$ cat src/hw/scwfc_pkg.sv
/*
  Constants and types for the serial command-word frame controller.
  Assumes a 20 MHz aclk and a 32-bit AXI4-Lite register port.
*/
package scwfc_pkg;
  localparam int unsigned CLK_PERIOD_NS = 50;
  localparam int unsigned SCK_PERIOD_NS = 400;
  localparam logic [7:0]  SCK_HALF_CYC  = 8'(SCK_PERIOD_NS / (2 * CLK_PERIOD_NS));
  localparam logic [7:0]  SCK_HALF_LAST = SCK_HALF_CYC - 8'h01;

  localparam logic [7:0] ADDR_CTRL                      = 8'h00;
  localparam logic [7:0] ADDR_STATUS_REGISTER           = 8'h04;
  localparam logic [7:0] ADDR_IRQ_MASK                  = 8'h08;
  localparam logic [7:0] ADDR_TRANSMIT_COMMAND_REGISTER = 8'h0C;
  localparam logic [7:0] ADDR_TX_DATA                   = 8'h10;
  localparam logic [7:0] ADDR_RX_DATA                   = 8'h14;

  localparam int FRAME_SIZE_FIELD_LSB    = 0;
  localparam int FRAME_SIZE_FIELD_W      = 12;
  localparam int CONTINUOUS_TRANSFER_BIT = 20;
  localparam int TRANSMIT_MASK_BIT       = 22;
  localparam logic [31:0] CMD_RST        = 32'h0000_001F;

  localparam int CTRL_EN_BIT    = 0;
  localparam int CTRL_SWRST_BIT = 1;

  localparam int NUM_EVENTS     = 3;
  localparam int STS_FRAME_DONE = 0;
  localparam int STS_RX_ERR     = 1;
  localparam int STS_TX_OVF     = 2;
  localparam int STS_BUSY       = 8;
  localparam int STS_CS_ACTIVE  = 9;
  localparam int STS_FIFO_FULL  = 10;

  localparam int FIFO_AW = 2;

  localparam logic [1:0] RESP_OKAY   = 2'h0;
  localparam logic [1:0] RESP_SLVERR = 2'h2;

  typedef enum logic [1:0] {ST_IDLE, ST_CHUNK, ST_SHIFT} scwfc_state_e;
endpackage

$ cat src/hw/scwfc_link_if.sv
/*
  Carrier between the frame controller and its bit shifter.
  Assumes both ends run on the same aclk.
*/
`timescale 1ns/1ns
interface scwfc_link_if;
  logic        start;
  logic        abort;
  logic [31:0] word;
  logic [5:0]  nbits;
  logic        mask;
  logic        done;
  logic [31:0] rx_word;

  modport ctrl (output start, abort, word, nbits, mask, input done, rx_word);
  modport eng  (input start, abort, word, nbits, mask, output done, rx_word);
endinterface

$ cat src/hw/scwfc_shifter.sv
/*
  Shifts one chunk of up to 32 bits, MSB first, mode 0 timing.
  Assumes the word is left aligned and start comes only while idle.
*/
`timescale 1ns/1ns
module scwfc_shifter (
  input  wire logic aclk,
  input  wire logic aresetn,
  input  wire logic sdi,
  output logic      sck,
  output logic      sdo,
  output logic      sdo_oe,
  scwfc_link_if.eng lnk
);
  logic        sdi_meta_reg;
  logic        sdi_sync_reg;
  logic        busy_reg;
  logic [31:0] tx_reg;
  logic [31:0] rx_reg;
  logic [5:0]  nbits_reg;
  logic [5:0]  bit_reg;
  logic [7:0]  div_reg;

  assign sdo = tx_reg[31];

  always_ff @(posedge aclk)
  begin
    sdi_meta_reg <= sdi;
    sdi_sync_reg <= sdi_meta_reg;
  end

  always_ff @(posedge aclk)
  begin
    lnk.done <= 1'b0;
    if (!aresetn || lnk.abort)
    begin
      busy_reg    <= 1'b0;
      sck         <= 1'b0;
      sdo_oe      <= 1'b0;
      tx_reg      <= 32'h0000_0000;
      rx_reg      <= 32'h0000_0000;
      nbits_reg   <= 6'h00;
      bit_reg     <= 6'h00;
      div_reg     <= 8'h00;
      lnk.rx_word <= 32'h0000_0000;
    end
    else if (!busy_reg)
    begin
      if (lnk.start)
      begin
        busy_reg  <= 1'b1;
        tx_reg    <= lnk.word;
        rx_reg    <= 32'h0000_0000;
        nbits_reg <= lnk.nbits;
        sdo_oe    <= !lnk.mask;
        bit_reg   <= 6'h00;
        div_reg   <= 8'h00;
      end
    end
    else if (div_reg == scwfc_pkg::SCK_HALF_LAST)
    begin
      div_reg <= 8'h00;
      if (!sck)
      begin
        sck    <= 1'b1;
        rx_reg <= {rx_reg[30:0], sdi_sync_reg};
      end
      else
      begin
        sck     <= 1'b0;
        tx_reg  <= {tx_reg[30:0], 1'b0};
        bit_reg <= bit_reg + 6'h01;
        if (bit_reg + 6'h01 == nbits_reg)
        begin
          busy_reg    <= 1'b0;
          sdo_oe      <= 1'b0;
          lnk.done    <= 1'b1;
          lnk.rx_word <= rx_reg;
        end
      end
    end
    else
    begin
      div_reg <= div_reg + 8'h01;
    end
  end
endmodule

$ cat src/hw/scwfc_top.sv
/*
  Serial command-word frame controller, master end, AXI4-Lite slave.
  Assumes aclk at 20 MHz, sdi asynchronous, one external device on chip select.
*/
`timescale 1ns/1ns
module scwfc_top (
  input  wire logic        aclk,
  input  wire logic        aresetn,
  input  wire logic [7:0]  s_axi_awaddr,
  input  wire logic        s_axi_awvalid,
  output logic             s_axi_awready,
  input  wire logic [31:0] s_axi_wdata,
  input  wire logic [3:0]  s_axi_wstrb,
  input  wire logic        s_axi_wvalid,
  output logic             s_axi_wready,
  output logic [1:0]       s_axi_bresp,
  output logic             s_axi_bvalid,
  input  wire logic        s_axi_bready,
  input  wire logic [7:0]  s_axi_araddr,
  input  wire logic        s_axi_arvalid,
  output logic             s_axi_arready,
  output logic [31:0]      s_axi_rdata,
  output logic [1:0]       s_axi_rresp,
  output logic             s_axi_rvalid,
  input  wire logic        s_axi_rready,
  output logic             sck,
  output logic             peripheral_chip_select_n,
  output logic             sdo,
  output logic             sdo_oe,
  input  wire logic        sdi,
  output logic             irq
);
  localparam int FW = scwfc_pkg::FRAME_SIZE_FIELD_W;
  localparam int NE = scwfc_pkg::NUM_EVENTS;
  localparam int AW = scwfc_pkg::FIFO_AW;

  scwfc_link_if lnk ();

  logic                 aw_got_reg;
  logic                 w_got_reg;
  logic [7:0]           awaddr_reg;
  logic [31:0]          wdata_reg;
  logic [3:0]           wstrb_reg;
  logic                 wr_fire;
  logic                 wr_fifo;
  logic                 wr_map;
  logic                 push;
  logic                 srst;
  logic                 rd_fire;
  logic                 rd_rdr;
  logic [31:0]          rd_data;
  logic                 rd_ok;
  logic                 ctrl_en_reg;
  logic                 en_d_reg;
  logic                 en_rise;
  logic [NE-1:0]        status_reg;
  logic [NE-1:0]        irq_mask_reg;
  logic [NE-1:0]        ev;
  logic [NE-1:0]        w1c;
  logic [32:0]          fifo_mem [0:(1<<AW)-1];
  logic [AW:0]          wr_ptr_reg;
  logic [AW:0]          rd_ptr_reg;
  logic [32:0]          fifo_head;
  logic                 fifo_empty;
  logic                 fifo_full;
  scwfc_pkg::scwfc_state_e st_reg;
  logic [31:0]          cmd_reg;
  logic                 cmd_mask;
  logic                 cmd_cont;
  logic [FW:0]          frame_bits;
  logic [FW:0]          bits_left_reg;
  logic [5:0]           chunk_reg;
  logic [5:0]           n_chunk;
  logic                 cs_n_reg;
  logic                 pop_cmd;
  logic                 start_frame;
  logic                 chunk_go;
  logic                 pop_data;
  logic                 frame_end;
  logic [31:0]          rdr_reg;
  logic                 rdr_full_reg;
  logic                 rx_seen_reg;

  // Register port
  assign s_axi_awready = !aw_got_reg && !s_axi_bvalid;
  assign s_axi_wready  = !w_got_reg && !s_axi_bvalid;
  assign s_axi_arready = !s_axi_rvalid;
  assign wr_fire = aw_got_reg && w_got_reg && !s_axi_bvalid;
  assign wr_fifo = (awaddr_reg == scwfc_pkg::ADDR_TRANSMIT_COMMAND_REGISTER)
                || (awaddr_reg == scwfc_pkg::ADDR_TX_DATA);
  assign wr_map  = wr_fifo || (awaddr_reg == scwfc_pkg::ADDR_CTRL)
                || (awaddr_reg == scwfc_pkg::ADDR_STATUS_REGISTER)
                || (awaddr_reg == scwfc_pkg::ADDR_IRQ_MASK);
  // Full queue refuses the word; software sees SLVERR and an overflow flag
  assign push = wr_fire && wr_fifo && !fifo_full;
  assign srst = wr_fire && (awaddr_reg == scwfc_pkg::ADDR_CTRL) && wstrb_reg[0]
             && wdata_reg[scwfc_pkg::CTRL_SWRST_BIT];
  assign rd_fire = s_axi_arvalid && s_axi_arready;
  assign rd_rdr  = rd_fire && (s_axi_araddr == scwfc_pkg::ADDR_RX_DATA);

  always_ff @(posedge aclk)
  begin
    if (!aresetn)
    begin
      aw_got_reg   <= 1'b0;
      w_got_reg    <= 1'b0;
      awaddr_reg   <= 8'h00;
      wdata_reg    <= 32'h0000_0000;
      wstrb_reg    <= 4'h0;
      s_axi_bvalid <= 1'b0;
      s_axi_bresp  <= scwfc_pkg::RESP_OKAY;
    end
    else
    begin
      if (s_axi_awvalid && s_axi_awready)
      begin
        aw_got_reg <= 1'b1;
        awaddr_reg <= s_axi_awaddr;
      end
      if (s_axi_wvalid && s_axi_wready)
      begin
        w_got_reg <= 1'b1;
        wdata_reg <= s_axi_wdata;
        wstrb_reg <= s_axi_wstrb;
      end
      if (wr_fire)
      begin
        aw_got_reg   <= 1'b0;
        w_got_reg    <= 1'b0;
        s_axi_bvalid <= 1'b1;
        s_axi_bresp  <= (wr_map && !(wr_fifo && fifo_full)) ? scwfc_pkg::RESP_OKAY
                                                             : scwfc_pkg::RESP_SLVERR;
      end
      else if (s_axi_bready)
      begin
        s_axi_bvalid <= 1'b0;
      end
    end
  end

  always_comb
  begin
    rd_data = 32'h0000_0000;
    rd_ok   = 1'b1;
    case (s_axi_araddr)
      scwfc_pkg::ADDR_CTRL:
        rd_data[scwfc_pkg::CTRL_EN_BIT] = ctrl_en_reg;
      scwfc_pkg::ADDR_STATUS_REGISTER:
      begin
        rd_data[NE-1:0]                   = status_reg;
        rd_data[scwfc_pkg::STS_BUSY]      = (st_reg != scwfc_pkg::ST_IDLE);
        rd_data[scwfc_pkg::STS_CS_ACTIVE] = !cs_n_reg;
        rd_data[scwfc_pkg::STS_FIFO_FULL] = fifo_full;
      end
      scwfc_pkg::ADDR_IRQ_MASK:
        rd_data[NE-1:0] = irq_mask_reg;
      scwfc_pkg::ADDR_TRANSMIT_COMMAND_REGISTER:
        rd_data = cmd_reg;
      scwfc_pkg::ADDR_TX_DATA:
        rd_data = 32'h0000_0000;
      scwfc_pkg::ADDR_RX_DATA:
        rd_data = rdr_reg;
      default:
        rd_ok = 1'b0;
    endcase
  end

  always_ff @(posedge aclk)
  begin
    if (!aresetn)
    begin
      s_axi_rvalid <= 1'b0;
      s_axi_rdata  <= 32'h0000_0000;
      s_axi_rresp  <= scwfc_pkg::RESP_OKAY;
    end
    else if (rd_fire)
    begin
      s_axi_rvalid <= 1'b1;
      s_axi_rdata  <= rd_data;
      s_axi_rresp  <= rd_ok ? scwfc_pkg::RESP_OKAY : scwfc_pkg::RESP_SLVERR;
    end
    else if (s_axi_rready)
    begin
      s_axi_rvalid <= 1'b0;
    end
  end

  // Control, mask and interrupt
  always_ff @(posedge aclk)
  begin
    if (!aresetn)
    begin
      ctrl_en_reg  <= 1'b0;
      en_d_reg     <= 1'b0;
      irq_mask_reg <= '0;
    end
    else
    begin
      en_d_reg <= ctrl_en_reg;
      if (wr_fire && wstrb_reg[0] && (awaddr_reg == scwfc_pkg::ADDR_CTRL))
        ctrl_en_reg <= wdata_reg[scwfc_pkg::CTRL_EN_BIT];
      if (wr_fire && wstrb_reg[0] && (awaddr_reg == scwfc_pkg::ADDR_IRQ_MASK))
        irq_mask_reg <= wdata_reg[NE-1:0];
    end
  end
  assign en_rise = ctrl_en_reg && !en_d_reg;

  assign ev[scwfc_pkg::STS_FRAME_DONE] = frame_end;
  // Re-enable without soft reset flags stale receive state
  assign ev[scwfc_pkg::STS_RX_ERR] = (lnk.done && rdr_full_reg && !rd_rdr)
                                  || (en_rise && rx_seen_reg);
  assign ev[scwfc_pkg::STS_TX_OVF] = wr_fire && wr_fifo && fifo_full;
  assign w1c = (wr_fire && wstrb_reg[0] && (awaddr_reg == scwfc_pkg::ADDR_STATUS_REGISTER))
             ? wdata_reg[NE-1:0] : '0;

  for (genvar i = 0; i < NE; i++)
  begin : g_sts
    // Set beats a simultaneous clear
    always_ff @(posedge aclk)
    begin
      if (!aresetn || srst)
        status_reg[i] <= 1'b0;
      else if (ev[i])
        status_reg[i] <= 1'b1;
      else if (w1c[i])
        status_reg[i] <= 1'b0;
    end
  end
  assign irq = |(status_reg & irq_mask_reg);

  // Command and data queue
  assign fifo_head  = fifo_mem[rd_ptr_reg[AW-1:0]];
  assign fifo_empty = (wr_ptr_reg == rd_ptr_reg);
  assign fifo_full  = (wr_ptr_reg == {~rd_ptr_reg[AW], rd_ptr_reg[AW-1:0]});

  always_ff @(posedge aclk)
  begin
    if (push)
      fifo_mem[wr_ptr_reg[AW-1:0]] <=
        {awaddr_reg == scwfc_pkg::ADDR_TRANSMIT_COMMAND_REGISTER, wdata_reg};
  end

  always_ff @(posedge aclk)
  begin
    if (!aresetn || srst)
    begin
      wr_ptr_reg <= '0;
      rd_ptr_reg <= '0;
    end
    else
    begin
      if (push)
        wr_ptr_reg <= wr_ptr_reg + (AW+1)'(1);
      if (pop_cmd || pop_data)
        rd_ptr_reg <= rd_ptr_reg + (AW+1)'(1);
    end
  end

  // Frame sequencing
  assign cmd_mask   = cmd_reg[scwfc_pkg::TRANSMIT_MASK_BIT];
  assign cmd_cont   = cmd_reg[scwfc_pkg::CONTINUOUS_TRANSFER_BIT];
  assign frame_bits = {1'b0, cmd_reg[scwfc_pkg::FRAME_SIZE_FIELD_LSB +: FW]}
                    + {{FW{1'b0}}, 1'b1};
  assign n_chunk    = (bits_left_reg >= (FW+1)'(32)) ? 6'h20 : bits_left_reg[5:0];
  // Commands are only taken between frames, so none cuts a frame short
  assign pop_cmd     = (st_reg == scwfc_pkg::ST_IDLE) && ctrl_en_reg && !fifo_empty
                    && fifo_head[32];
  assign start_frame = (st_reg == scwfc_pkg::ST_IDLE) && ctrl_en_reg && !pop_cmd
                    && (cmd_mask || (!fifo_empty && !fifo_head[32]));
  assign chunk_go    = (st_reg == scwfc_pkg::ST_CHUNK)
                    && (cmd_mask || (!fifo_empty && !fifo_head[32]));
  assign pop_data    = chunk_go && !cmd_mask;
  assign frame_end   = (st_reg == scwfc_pkg::ST_SHIFT) && lnk.done
                    && (bits_left_reg == {{(FW-5){1'b0}}, chunk_reg});

  assign lnk.start = chunk_go;
  assign lnk.abort = srst;
  assign lnk.nbits = n_chunk;
  assign lnk.mask  = cmd_mask;
  assign lnk.word  = cmd_mask ? 32'h0000_0000 : (fifo_head[31:0] << (6'h20 - n_chunk));
  assign peripheral_chip_select_n = cs_n_reg;

  always_ff @(posedge aclk)
  begin
    if (!aresetn || srst)
    begin
      st_reg        <= scwfc_pkg::ST_IDLE;
      cmd_reg       <= scwfc_pkg::CMD_RST;
      cs_n_reg      <= 1'b1;
      bits_left_reg <= '0;
      chunk_reg     <= 6'h00;
    end
    else
    begin
      case (st_reg)
        scwfc_pkg::ST_IDLE:
        begin
          if (pop_cmd)
          begin
            cmd_reg  <= fifo_head[31:0];
            cs_n_reg <= 1'b1;
          end
          else if (start_frame)
          begin
            bits_left_reg <= frame_bits;
            cs_n_reg      <= 1'b0;
            st_reg        <= scwfc_pkg::ST_CHUNK;
          end
        end
        scwfc_pkg::ST_CHUNK:
        begin
          if (chunk_go)
          begin
            chunk_reg <= n_chunk;
            st_reg    <= scwfc_pkg::ST_SHIFT;
          end
        end
        scwfc_pkg::ST_SHIFT:
        begin
          if (lnk.done)
          begin
            bits_left_reg <= bits_left_reg - {{(FW-5){1'b0}}, chunk_reg};
            if (frame_end)
            begin
              st_reg <= scwfc_pkg::ST_IDLE;
              if (!cmd_cont)
                cs_n_reg <= 1'b1;
              cmd_reg[scwfc_pkg::TRANSMIT_MASK_BIT] <= 1'b0;
            end
            else
            begin
              st_reg <= scwfc_pkg::ST_CHUNK;
            end
          end
        end
        default:
          st_reg <= scwfc_pkg::ST_IDLE;
      endcase
    end
  end

  // Receive side
  always_ff @(posedge aclk)
  begin
    if (!aresetn || srst)
    begin
      rdr_reg      <= 32'h0000_0000;
      rdr_full_reg <= 1'b0;
      rx_seen_reg  <= 1'b0;
    end
    else if (lnk.done)
    begin
      rdr_reg      <= lnk.rx_word;
      rdr_full_reg <= 1'b1;
      rx_seen_reg  <= 1'b1;
    end
    else if (rd_rdr)
    begin
      rdr_full_reg <= 1'b0;
    end
  end

  scwfc_shifter u_shifter (
    .aclk    (aclk),
    .aresetn (aresetn),
    .sdi     (sdi),
    .sck     (sck),
    .sdo     (sdo),
    .sdo_oe  (sdo_oe),
    .lnk     (lnk.eng)
  );

  // Checks
  logic [FW:0] chk_bits_reg;
  logic        chk_sck_reg;
  always_ff @(posedge aclk)
  begin
    chk_sck_reg <= sck;
    if (!aresetn || start_frame)
      chk_bits_reg <= '0;
    else if (sck && !chk_sck_reg)
      chk_bits_reg <= chk_bits_reg + {{FW{1'b0}}, 1'b1};
  end
endmodule

$ cat config.mk
export PLATFORM = sky130hd
export DESIGN_NAME = scwfc_top
export DESIGN_NICKNAME = d
export VERILOG_FILES = /design/src/hw/scwfc_pkg.sv /design/src/hw/scwfc_link_if.sv /design/src/hw/scwfc_shifter.sv /design/src/hw/scwfc_top.sv
export SDC_FILE = /design/constraint.sdc
export NUM_CORES = 1
export LEC_CHECK = 0
export BUFFER_PORTS_ARGS = -buffer_cell sky130_fd_sc_hd__buf_2
export CORE_MARGIN = 3
export CORE_UTILIZATION = 50
export CTS_BUF_LIST = sky130_fd_sc_hd__clkbuf_8
export CTS_CLUSTER_DIAMETER = 200
export DETAILED_ROUTE_END_ITERATION = 6
export PLACE_DENSITY = 0.7
export SLEW_MARGIN = 20
export SYNTH_ARGS = -nofsm -noshare
export SYNTH_HDL_FRONTEND = slang
export SYNTH_SLANG_ARGS = --single-unit
export TNS_END_PERCENT = 1
$ cat constraint.sdc
create_clock -name aclk -period 3.62 [get_ports aclk]
set_clock_uncertainty 0.05 [all_clocks]
set_input_delay 0.724 -clock aclk [delete_from_list [all_inputs] [get_ports aclk]]
set_output_delay 0.724 -clock aclk [all_outputs]
set_load 0.01 [all_outputs]
Word-level counts from Yosys, hierarchy flattened
Memories as Yosys holds them, arrays and structs flattened. A register that Yosys moved wholly into a read port is not among the register bits.
Index checks and enable logic that the tools add are counted.
{ "totals": {"memories": 1, "mem_bits_ro": 0, "ff_bits": 305, "latchBits": 0, "ram_bits": 132} }
{ "classes": {"n_bitwise": 6, "n_mul": 0, "div_mod_pow": 0, "n_addsub": 7, "shifts": 1, "order_cmp": 1, "n_eq_ne": 28, "n_reduce_logical": 84, "n_mux": 74} }
{ "mem_list": {"columns": ["name", "depth", "width", "rd", "rd_clocked_by_memory_dff", "wr", "line", "source"], "rows": [
  ["fifo_mem", 4, 33, 1, 1, 1, "scwfc_top.sv:60", "logic [32:0] fifo_mem [0:(1<<AW)-1];"]
]} }
{ "op_table": {"columns": ["op", "count"], "rows": [
  ["$mux W32", 9],
  ["$pmux W21 S2", 1],
  ["$mux W13", 3],
  ["$mux W1", 35],
  ["$logic_and A1 B1 Y1", 34],
  ["$eq A8 B4 Y1 const B", 4],
  ["$shl A32 B6 Y32", 1],
  ["$mux W6", 5],
  ["$pmux W13 S2", 1],
  ["$eq A8 B5 Y1 const B", 3],
  ["$mux W8", 3],
  ["$mux W23", 1],
  ["$reduce_and A4 Y1", 5],
  ["$ne A2 B2 Y1 const B", 9],
  ["$reduce_bool A2 Y1", 9],
  ["$eq A8 B3 Y1 const B", 2],
  ["$logic_not A8 Y1", 2],
  ["$mux W2", 8],
  ["$logic_not A1 Y1", 14],
  ["$add A12 B1 Y13 const B", 1],
  ["$eq A13 B6 Y1", 1],
  ["$ge A13 B6 Y1 const B", 1],
  ["$sub A13 B6 Y13", 1],
  ["$pmux W5 S2", 1],
  ["other kinds (28)", 47]
]} }

Logic depth before layout (Yosys ltp)
Gate-level depths: netlist of run 1.
{ "logic_depth": {"depth_word": 10, "ltp_mapped": 19, "mapped_depth_nobuf": 12} }

Hierarchy
A second synthesis of run 1 with hierarchy kept.
{ "unflattened": {"cells_unflattened": 1965, "hier_area_um2": 19804.0} }
{ "by_module_without_submodules": {"columns": ["mod", "instances", "seq_area_each_um2", "cells_per_inst", "area_per_inst_um2"], "rows": [
  ["scwfc_top", 1, 7627.3, 1377, 14727.9],
  ["scwfc_shifter", 1, 2442.3, 588, 5076.1]
]} }

Worst setup path after synthesis of run 1
No wires, ideal clock.
{ "synth_path": {"path_kind": "register to register", "startpoint": "reg bits_left_reg[6]", "endpoint": "reg u_shifter.tx_reg[18]", "arrival_time_ns": 3.841, "required_time_ns": 3.442, "path_stages_with_launch": 17, "synth_period_minus_slack_ns": 4.018, "setup_slack_ns": -0.398, "path_cell_list": "dfxtp_1 > buf_6 > or3_1 > buf_4 > nor4_4 > inv_4 > buf_6 > buf_2 > ha_1 > inv_1 > nand4_2 > nand2_1 > buf_6 > mux2_2 > mux4_2 > a221oi_1 > a21oi_1"} }
{ "synth_via": {"elab_chain_len": 7} }
{ "synth_rtl": {"columns": ["element", "line", "source"], "rows": [
  ["from (decl)", "scwfc_top.sv:71", "logic [FW:0] bits_left_reg;"],
  ["from (signal assigned)", "scwfc_top.sv:305", "bits_left_reg <= frame_bits;"],
  ["from (signal assigned)", "scwfc_top.sv:322", "bits_left_reg <= bits_left_reg - {{(FW-5){1'b0}}, chunk_reg};"],
  ["$ge A13 B6 Y1", "scwfc_top.sv:264", "assign n_chunk = (bits_left_reg >= (FW+1)'(32)) ? 6'h20 : bits_left_reg[5:0];"],
  ["$mux W6", "scwfc_top.sv:264", null],
  ["$sub A6 B6 Y6", "scwfc_top.sv:280", "assign lnk.word = cmd_mask ? 32'h0000_0000 : (fifo_head[31:0] << (6'h20 - n_chunk));"],
  ["$shl A32 B6 Y32", "scwfc_top.sv:280", null],
  ["$mux W32", "scwfc_top.sv:280", null],
  ["$mux W32", "scwfc_shifter.sv:49", "if (lnk.start)"],
  ["$mux W32", "scwfc_shifter.sv:47", "else if (!busy_reg)"],
  ["to (signal assigned)", "scwfc_shifter.sv:52", "tx_reg <= lnk.word;"],
  ["to (signal assigned)", "scwfc_shifter.sv:71", "tx_reg <= {tx_reg[30:0], 1'b0};"],
  ["to (decl)", "scwfc_shifter.sv:18", "logic [31:0] tx_reg;"]
]} }
Every way passes these cells. The select of a mux whose other input is x is not followed.
A chain may end at the register's enable or synchronous reset.

Worst setup path after layout of run 1
{ "layout_path": {"startpoint": "reg bits_left_reg[7]", "endpoint": "reg u_shifter.tx_reg[24]"} }
The elaborated chain is that of the path after synthesis.

==> results of run 1 <==
-- through the flow --
step           TNS [ns]  util [%]  instance area [sq um]  hold slack (ns)  instances
2_1_floorplan    -0.689         -                  19500            0.260       1969
4_1_cts               0      57.8                  22000            0.123       2620
3_5_place_dp          0      54.0                  20500            0.264       2492
6_report              0      57.8                  22000            0.161       2621
3_3_place_gp          0      54.0                  20500            0.269       2492
5_1_grt               0      57.8                  22000            0.126       2621
-- worst max-delay path by stage --
stage | slack [ns] | end
after floorplan | -0.13 | u_shifter.tx_reg[26]
after global placement | 0.19 | u_shifter.tx_reg[24]
after detailed placement | 0.14 | u_shifter.tx_reg[4]
after CTS | 0.12 | u_shifter.tx_reg[4]
after global routing | 0.05 | u_shifter.tx_reg[4]
final | 0.20 | u_shifter.tx_reg[24]
-- layout make-up --
cell class              count  share of cell area (%)
diodes                      1                  0.0114
well taps                 511                    2.91
repair buffers            159                    4.58
inverters                  28                   0.501
flip-flops and latches    437                    45.8
clock inverters            45                    1.29
multi-input cells        1357                    39.7
clock buffers              83                    5.20
-- power by group --
group	leakage, nW	internal, W	switching, W
sequential	3.69	0.00510	0.0000545
combinational	3.68	0.000122	0.000193
clock	0.816	0.00226	0.00196
-- logic make-up (layout without fill, tap and decap cells) --
group / count (synthesis) / count (layout) / share of synthesized area [%]
DFF: 437 / 437 / 51.8
muxes: 153 / 153 / 10.5
other: 1 / 3 / 0.0193
buffers and inverters: 175 / 315 / 3.72
adders and majority gates: 16 / 16 / 1.07
xor gates and xnor gates: 27 / 27 / 1.22
AOI/OAI and AO/OA: 437 / 437 / 14.8
and+or+nand+nor: 722 / 722 / 16.9
-- metal layers --
metal | up-vias | global-route usage, % | wire length, um
met5 | - | 0 | 0
met2 | 507 | 38.4 | 23400
met3 | 75 | 3.83 | 2730
met4 | 0 | 5.97 | 938
li1 | 7294 | - | -
met1 | 7276 | 32.8 | 22200
-- worst max-delay path, cell delays in order (launching register included) --
cell	delay [ns]
dfxtp_1	0.37
or3_4	0.46
nor4_4	0.37
inv_4	0.06
ha_4	0.18
inv_4	0.08
a31oi_1	0.15
nor2_1	0.30
buf_12	0.20
nand2_1	0.06
a31oi_1	0.45
a21oi_1	0.23
a21bo_2	0.25
a21oi_1	0.12
-- cells in the final DEF (no fill, tap or decap), types with 27 or more instances in the layout --
| master | count |
|---|---|
| a21boi_0 | 45 |
| nand3_1 | 77 |
| a21oi_1 | 143 |
| dfxtp_1 | 303 |
| mux4_2 | 38 |
| inv_1 | 49 |
| o21ai_0 | 71 |
| clkbuf_8 | 83 |
| buf_4 | 54 |
| nor3b_1 | 27 |
| buf_2 | 100 |
| nand2_1 | 283 |
| edfxtp_1 | 132 |
| nor2_1 | 197 |
| mux2i_1 | 108 |
| a221oi_1 | 39 |
==> metrics.csv, run 1 <==
metric,value,unit
cp-start-kind,flop,
dieArea,41300,sq um
rsz0062_at_grt,no,
cts_root_buf,clkbuf_8,
antenna_left,0,
nNetsFinal,2131,
drt_iter0_markers,1315,
antenna_found_initial,1,
routedWlPerCell,18.8,um
hold_depth,1,
multi_input_area,8720,sq um
drv_slew,0,
clk_pin_slew,0.06,ns
ys_seq_area_share,51.8,%
grt-ovfl-total,0,
grt_pass1_wl,77500,um
timing.slew.headroom,35.2,%
period_minus_slack,3.42,ns
dieWidth,203,um
insertion_delay,0.64,ns
p_total,0.00970,W
synth_area_leaders,"dfxtp_1 31%, edfxtp_1 20%, mux2i_1 5.6%",
vias,15200,
hold_viol,0,
drc,0,
grt_max_degree,78,
yosysWarnings,0,
grt.total_usage,23.5,%
syn_to_final_growth,13.1,%
start_util,51.1,%
peakVddDrop,0.000347,V
synth_edf_count,132,
startpoint,bits_left_reg[7],
post_cts_buffers,0,
seq_area,10100,sq um
ios,106,
via_per_inst,5.78,
yosysTopAreaCell,dfxtp_1,
first_global_vias,14100,
end_kind,flop,
cts_buffers,72,
synth_ff_type,dfxtp_1,
netlist_instances,1968,
core_area,38000,sq um
synth_common_cells,"305 x dfxtp_1, 284 x nand2_1, 199 x nor2_1",
path_class,reg -> reg,
cts_tree,done,
drive_gt1_share,16.0,%
crit_fanout,21,
worstMarginPinSlew,0.969,ns
ys_async_sr_fraction,0,%
routed_wl,49300,um
synth-seq-cells,437,
cellLeakagePower,8.19,nW
largest_reg_flops,132,
arrival,3.92,ns
fin_crit_sh,94.4,%
drt-pass1-iter-count,5,
min_from,sdi,
hold_path_class,in -> reg,
power.density,441,nW/um^2
place_ws,0.138,ns
timing.final.ws_setup,0.203,ns
synthDistinctLibCells,77,
outcome,"finished, final reports clean",
cts-resized-gates,0,
clock-sinks,437,
r2r-start,bits_left_reg[7],
fill_cells,3338,
setup_violations,0,
cts_buffer_depth,3,
syn-cell-area,19400,sq um
num_rows,71,
io_buffers,100,
synth_most_common_cell,dfxtp_1,
worstReg2RegEnd,u_shifter.tx_reg[24],
htree_levels,3,
max-cap-violations,0,
place_congestion,0.920,
die-height,203,um
worstHoldEndpoint,u_shifter.sdi_meta_reg,
yosysTopAreaCellShare,31.4,%
max_freq,0.293,GHz
dp_hpwl,33500,um
r2r_cells,13,
syn_avg_cell_area,9.87,sq um
postCtsHoldBufs,0,
cp.required,4.12,ns
r2r_setup_slack,0.20,ns
(Power assumes the default switching activity.)
==> run 2, diff against run 1 <==
--- a/config.mk
+++ b/config.mk
@@ -7,11 +7,11 @@
 export LEC_CHECK = 0
 export BUFFER_PORTS_ARGS = -buffer_cell sky130_fd_sc_hd__buf_2
 export CORE_MARGIN = 3
-export CORE_UTILIZATION = 50
+export CORE_UTILIZATION = 37
 export CTS_BUF_LIST = sky130_fd_sc_hd__clkbuf_8
 export CTS_CLUSTER_DIAMETER = 200
 export DETAILED_ROUTE_END_ITERATION = 6
-export PLACE_DENSITY = 0.7
+export PLACE_DENSITY = 0.55
 export SLEW_MARGIN = 20
 export SYNTH_ARGS = -nofsm -noshare
 export SYNTH_HDL_FRONTEND = slang
==> metrics.csv, run 2 (synthesis results as in run 1) <==
metric,value,unit
outcome,"finished, final reports clean",
period_minus_slack,3.45,ns
vias,15100,
dieArea,55300,sq um
peakVddDrop,0.000251,V
drt_iter0_markers,1042,
place_congestion,0.871,
num_rows,83,
rsz0062_at_grt,no,
routedWlPerCell,19.3,um
drv_slew,0,
cts_buffers,75,
fin_crit_sh,95.2,%
cp.required,4.12,ns
layout.cells.most_common,dfxtp_1,
timing.slew.headroom,30.4,%
htree_levels,3,
first_global_vias,14600,
grt.total_usage,19.0,%
power.density,443,nW/um^2
max-cap-violations,0,
routed_wl,54000,um
post_cts_buffers,0,
antennaDiodeCount,0,
hold_slack,0.179,ns
layout_common_cells,"303 x dfxtp_1, 283 x nand2_1, 197 x nor2_1",
die-height,235,um
drive_gt1_share,16.2,%
path_class,reg -> reg,
p_total,0.00986,W
drc,0,
hold_viol,0,
netSwitchingFraction,23.2,%
pwr-share-seq,52.4,%
cts-resized-gates,0,
cts_tree,done,
cts_root_buf,clkbuf_8,
start_util,37.6,%
largest_reg_flops,132,
cp-start-kind,flop,
syn_to_final_growth,14.5,%
drt-pass1-iter-count,5,
io_buffers,100,
end_kind,flop,
worstMarginPinSlew,1.04,ns
ios,106,
power_frac_comb,3.2,%
grt_pass1_wl,84000,um
cellLeakagePower,8.25,nW
antenna_found_initial,1,
hold_path_class,in -> reg,
postCtsHoldBufs,0,
crit_fanout,15,
stdcell_area,22300,sq um
dp_hpwl,36400,um
clk_pin_slew,0.06,ns
clock_power_share,44.4,%
fill_cells,5047,
power.internal,0.00757,W
cts_buffer_depth,3,
clock-sinks,437,
place_area,20800,sq um
arrival,3.95,ns
grt-ovfl-total,0,
via_per_inst,5.41,
r2r_cells,13,
utilization,43.1,%
antenna_left,0,
core_area,51600,sq um
setup_violations,0,
insertion_delay,0.65,ns
hold_depth,1,
p_switching,0.00229,W
dieWidth,235,um
max_freq,0.290,GHz
grt_max_degree,93,
nNetsFinal,2139,
==> run 2: cell count changes in the layout (fill, tap and decap cells not counted), sizes merged, moves of 2 or more <==
cell      delta
buf          +5
clkbuf       +8
clkinv       -3
clkinvlp     -2
==> run 2: metal layers <==
metal | track usage [%] | share of wire, % | vias up | wire length (um)
met1 | 26.2 | 46 | 7348 | 24900
met2 | 30.7 | 47 | 376 | 25300
met3 | 2.85 | 4.7 | 96 | 2540
met5 | 0 | 0 | - | 0
li1 | - | - | 7302 | -
met4 | 6.64 | 2.4 | 0 | 1280
==> run 2: power by group through the flow <==
| stage | Combinational (W) | Clock (W) | Sequential [W] |
|---|---|---|---|
| detailed placement | 0.000322 | 0 | 0.00527 |
| finish | 0.000317 | 0.00438 | 0.00516 |
| global placement | 0.000319 | 0 | 0.00526 |
| CTS | 0.000323 | 0.00452 | 0.00516 |
| floorplan | 0.000191 | 0 | 0.00525 |
| global route | 0.000356 | 0.00473 | 0.00517 |
==> run 2: cell type report <==
type                       count  area [sq um]  share of cell area, %
inverter                      28           110                  0.495
multi-input combinational   1357          8710                   39.2
timing repair buffer         164          1040                   4.69
clock inverter                40           208                  0.933
sequential                   437         10100                   45.3
clock buffer                  91          1250                   5.63
tap                          680           851                   3.82
==> run 2: path summary, 6_finish.rpt <==
kind,startpoint,endpoint,slack [ns]
max,bits_left_reg[7],u_shifter.tx_reg[19],0.17
min,sdi,u_shifter.sdi_meta_reg,0.18
max reg2reg,bits_left_reg[7],u_shifter.tx_reg[19],0.17
min reg2reg,u_shifter.sdi_meta_reg,u_shifter.sdi_sync_reg,0.30
==> run 2: critical path: stages, from the launching register on <==
cell	delay (ns)
dfxtp_1	0.38
or3_1	0.44
nor4_4	0.37
inv_4	0.07
ha_4	0.19
inv_4	0.08
nand4_4	0.10
nand2_4	0.25
buf_4	0.23
mux2i_1	0.25
mux2i_1	0.13
a21oi_1	0.43
a211oi_2	0.14
o221a_2	0.24
==> run 2: metrics by stage <==
step	setup slack, ns	TNS (ns)	std cells
6_report	0.173	0	2797
5_1_grt	0.0296	0	2797
4_1_cts	0.210	0	2797
3_5_place_dp	0.210	0	2666
3_3_place_gp	0.248	0	2666
2_1_floorplan	-0.130	-0.689	1969
==> run 3, diff against run 2 <==
--- a/config.mk
+++ b/config.mk
@@ -6,7 +6,6 @@
 export NUM_CORES = 1
 export LEC_CHECK = 0
 export BUFFER_PORTS_ARGS = -buffer_cell sky130_fd_sc_hd__buf_2
-export CORE_MARGIN = 3
 export CORE_UTILIZATION = 37
 export CTS_BUF_LIST = sky130_fd_sc_hd__clkbuf_8
 export CTS_CLUSTER_DIAMETER = 200
==> metrics.csv, run 3 (synthesis results as in run 1) <==
metric,value,unit
arrival,3.91,ns
cpMostUsedCell,inv_4,
peakVddDrop,0.000333,V
drc,0,
io_buffers,100,
cp.required,4.11,ns
period_minus_slack,3.42,ns
max_freq,0.293,GHz
ios,106,
power.density,440,nW/um^2
place_area,20800,sq um
drt-pass1-iter-count,5,
antenna_found_initial,2,
setup_tns,0,ns
timing.slew.headroom,35.3,%
clk_pin_slew,0.06,ns
grt_pass1_wl,83300,um
layout_common_cells,"303 x dfxtp_1, 283 x nand2_1, 197 x nor2_1",
first_global_vias,14700,
clock-sinks,437,
via_per_inst,5.40,
drv_slew,0,
hold_path_class,in -> reg,
num_rows,83,
hold_slack,0.160,ns
worstPathCellList,or3_1 -> nor4_4 -> inv_4 -> ha_4 -> inv_4 -> nand4_4 -> buf_4 -> and3_1 -> a211oi_2 -> a31oi_1 -> a211o_1 -> a221oi_2 -> a21oi_1,
max-cap-violations,0,
path_class,reg -> reg,
routed_wl,52900,um
stdcell_area,22200,sq um
cts_buffers,77,
place_ws,0.158,ns
p_total,0.00980,W
end_kind,flop,
grt_max_degree,112,
htree_levels,3,
max_stage_delay,0.52,ns
grt-ovfl-total,0,
core_area,51600,sq um
start_util,37.6,%
dieArea,53400,sq um
crit_fanout,12,
nNetsFinal,2143,
worstMarginPinSlew,0.966,ns
syn_to_final_growth,14.5,%
antenna_left,0,
place_congestion,0.887,
dieWidth,231,um
hold_viol,0,
setup_violations,0,
outcome,"finished, final reports clean",
largest_reg_flops,132,
post_cts_buffers,0,
cts_buffer_depth,3,
drive_gt1_share,16.2,%
timing.final.ws_setup,0.204,ns
insertion_delay,0.67,ns
cts_tree,done,
rsz0062_at_grt,no,
dp_hpwl,35400,um
cp-start-kind,flop,
grt.total_usage,19.9,%
die-height,231,um
fin_crit_sh,94.4,%
cts_root_buf,clkbuf_8,
crit_slowest_cell,or3_1,
routedWlPerCell,18.9,um
vias,15200,
cellLeakagePower,8.27,nW
drt_iter0_markers,1230,
layout.cells.most_common,dfxtp_1,
run 3: what timing repair did:
| item | 4_1_cts | 5_1_grt |
|---|---|---|
| gates resized for setup | 0 | 4 |
| setup endpoints to repair | 0 | 3 |
| hold buffers | 0 | 0 |
| endpoints found under the hold margin | 0 | 0 |
run 3: critical path: cells and delay by family (launching register included):
kind | cells | cell delay, ns
adder cells (fa/ha/maj) | 1 | 0.18
AO/OA/AOI/OAI | 5 | 1.10
buffers and inverters | 3 | 0.38
flip-flops | 1 | 0.34
AND/OR/NAND/NOR | 4 | 1.25
run 3: through the flow:
step / std cells / util (%)
2_1_floorplan: 1969 / -
3_3_place_gp: 2668 / 40.3
3_5_place_dp: 2668 / 40.3
4_1_cts: 2805 / 43.1
5_1_grt: 2806 / 43.1
6_report: 2806 / 43.1
run 3: report_power, final:
group	switching (W)	leakage, nW	total, W	internal (W)
logic	0.000200	3.71	0.000322	0.000122
registers	0.0000549	3.69	0.00516	0.00511
clock network	0.00203	0.875	0.00431	0.00228
run 3: per-layer routing:
layer  wire [um]  global-route usage, %
met5           0                      0
met4        1250                   6.83
met3        2580                   3.30
met2       24700                   32.1
met1       24400                   27.0
run 3: area by class of cell:
class                   count  area, sq um
fillers                  4996        29400
flip-flops and latches    437        10100
multi-input cells        1357         8720
clock buffers              87         1200
repair buffers            166         1030
well taps                 680          851
clock inverters            50          258
inverters                  28          110
diodes                      1         2.50
run 3: final timing paths:
path         cells past startpoint  slack (ns)                     end                    from
max                             13        0.20    u_shifter.tx_reg[17]        bits_left_reg[8]
min                              1        0.16  u_shifter.sdi_meta_reg                     sdi
max reg2reg                     13        0.20    u_shifter.tx_reg[17]        bits_left_reg[8]
min reg2reg                      0        0.28  u_shifter.sdi_sync_reg  u_shifter.sdi_meta_reg
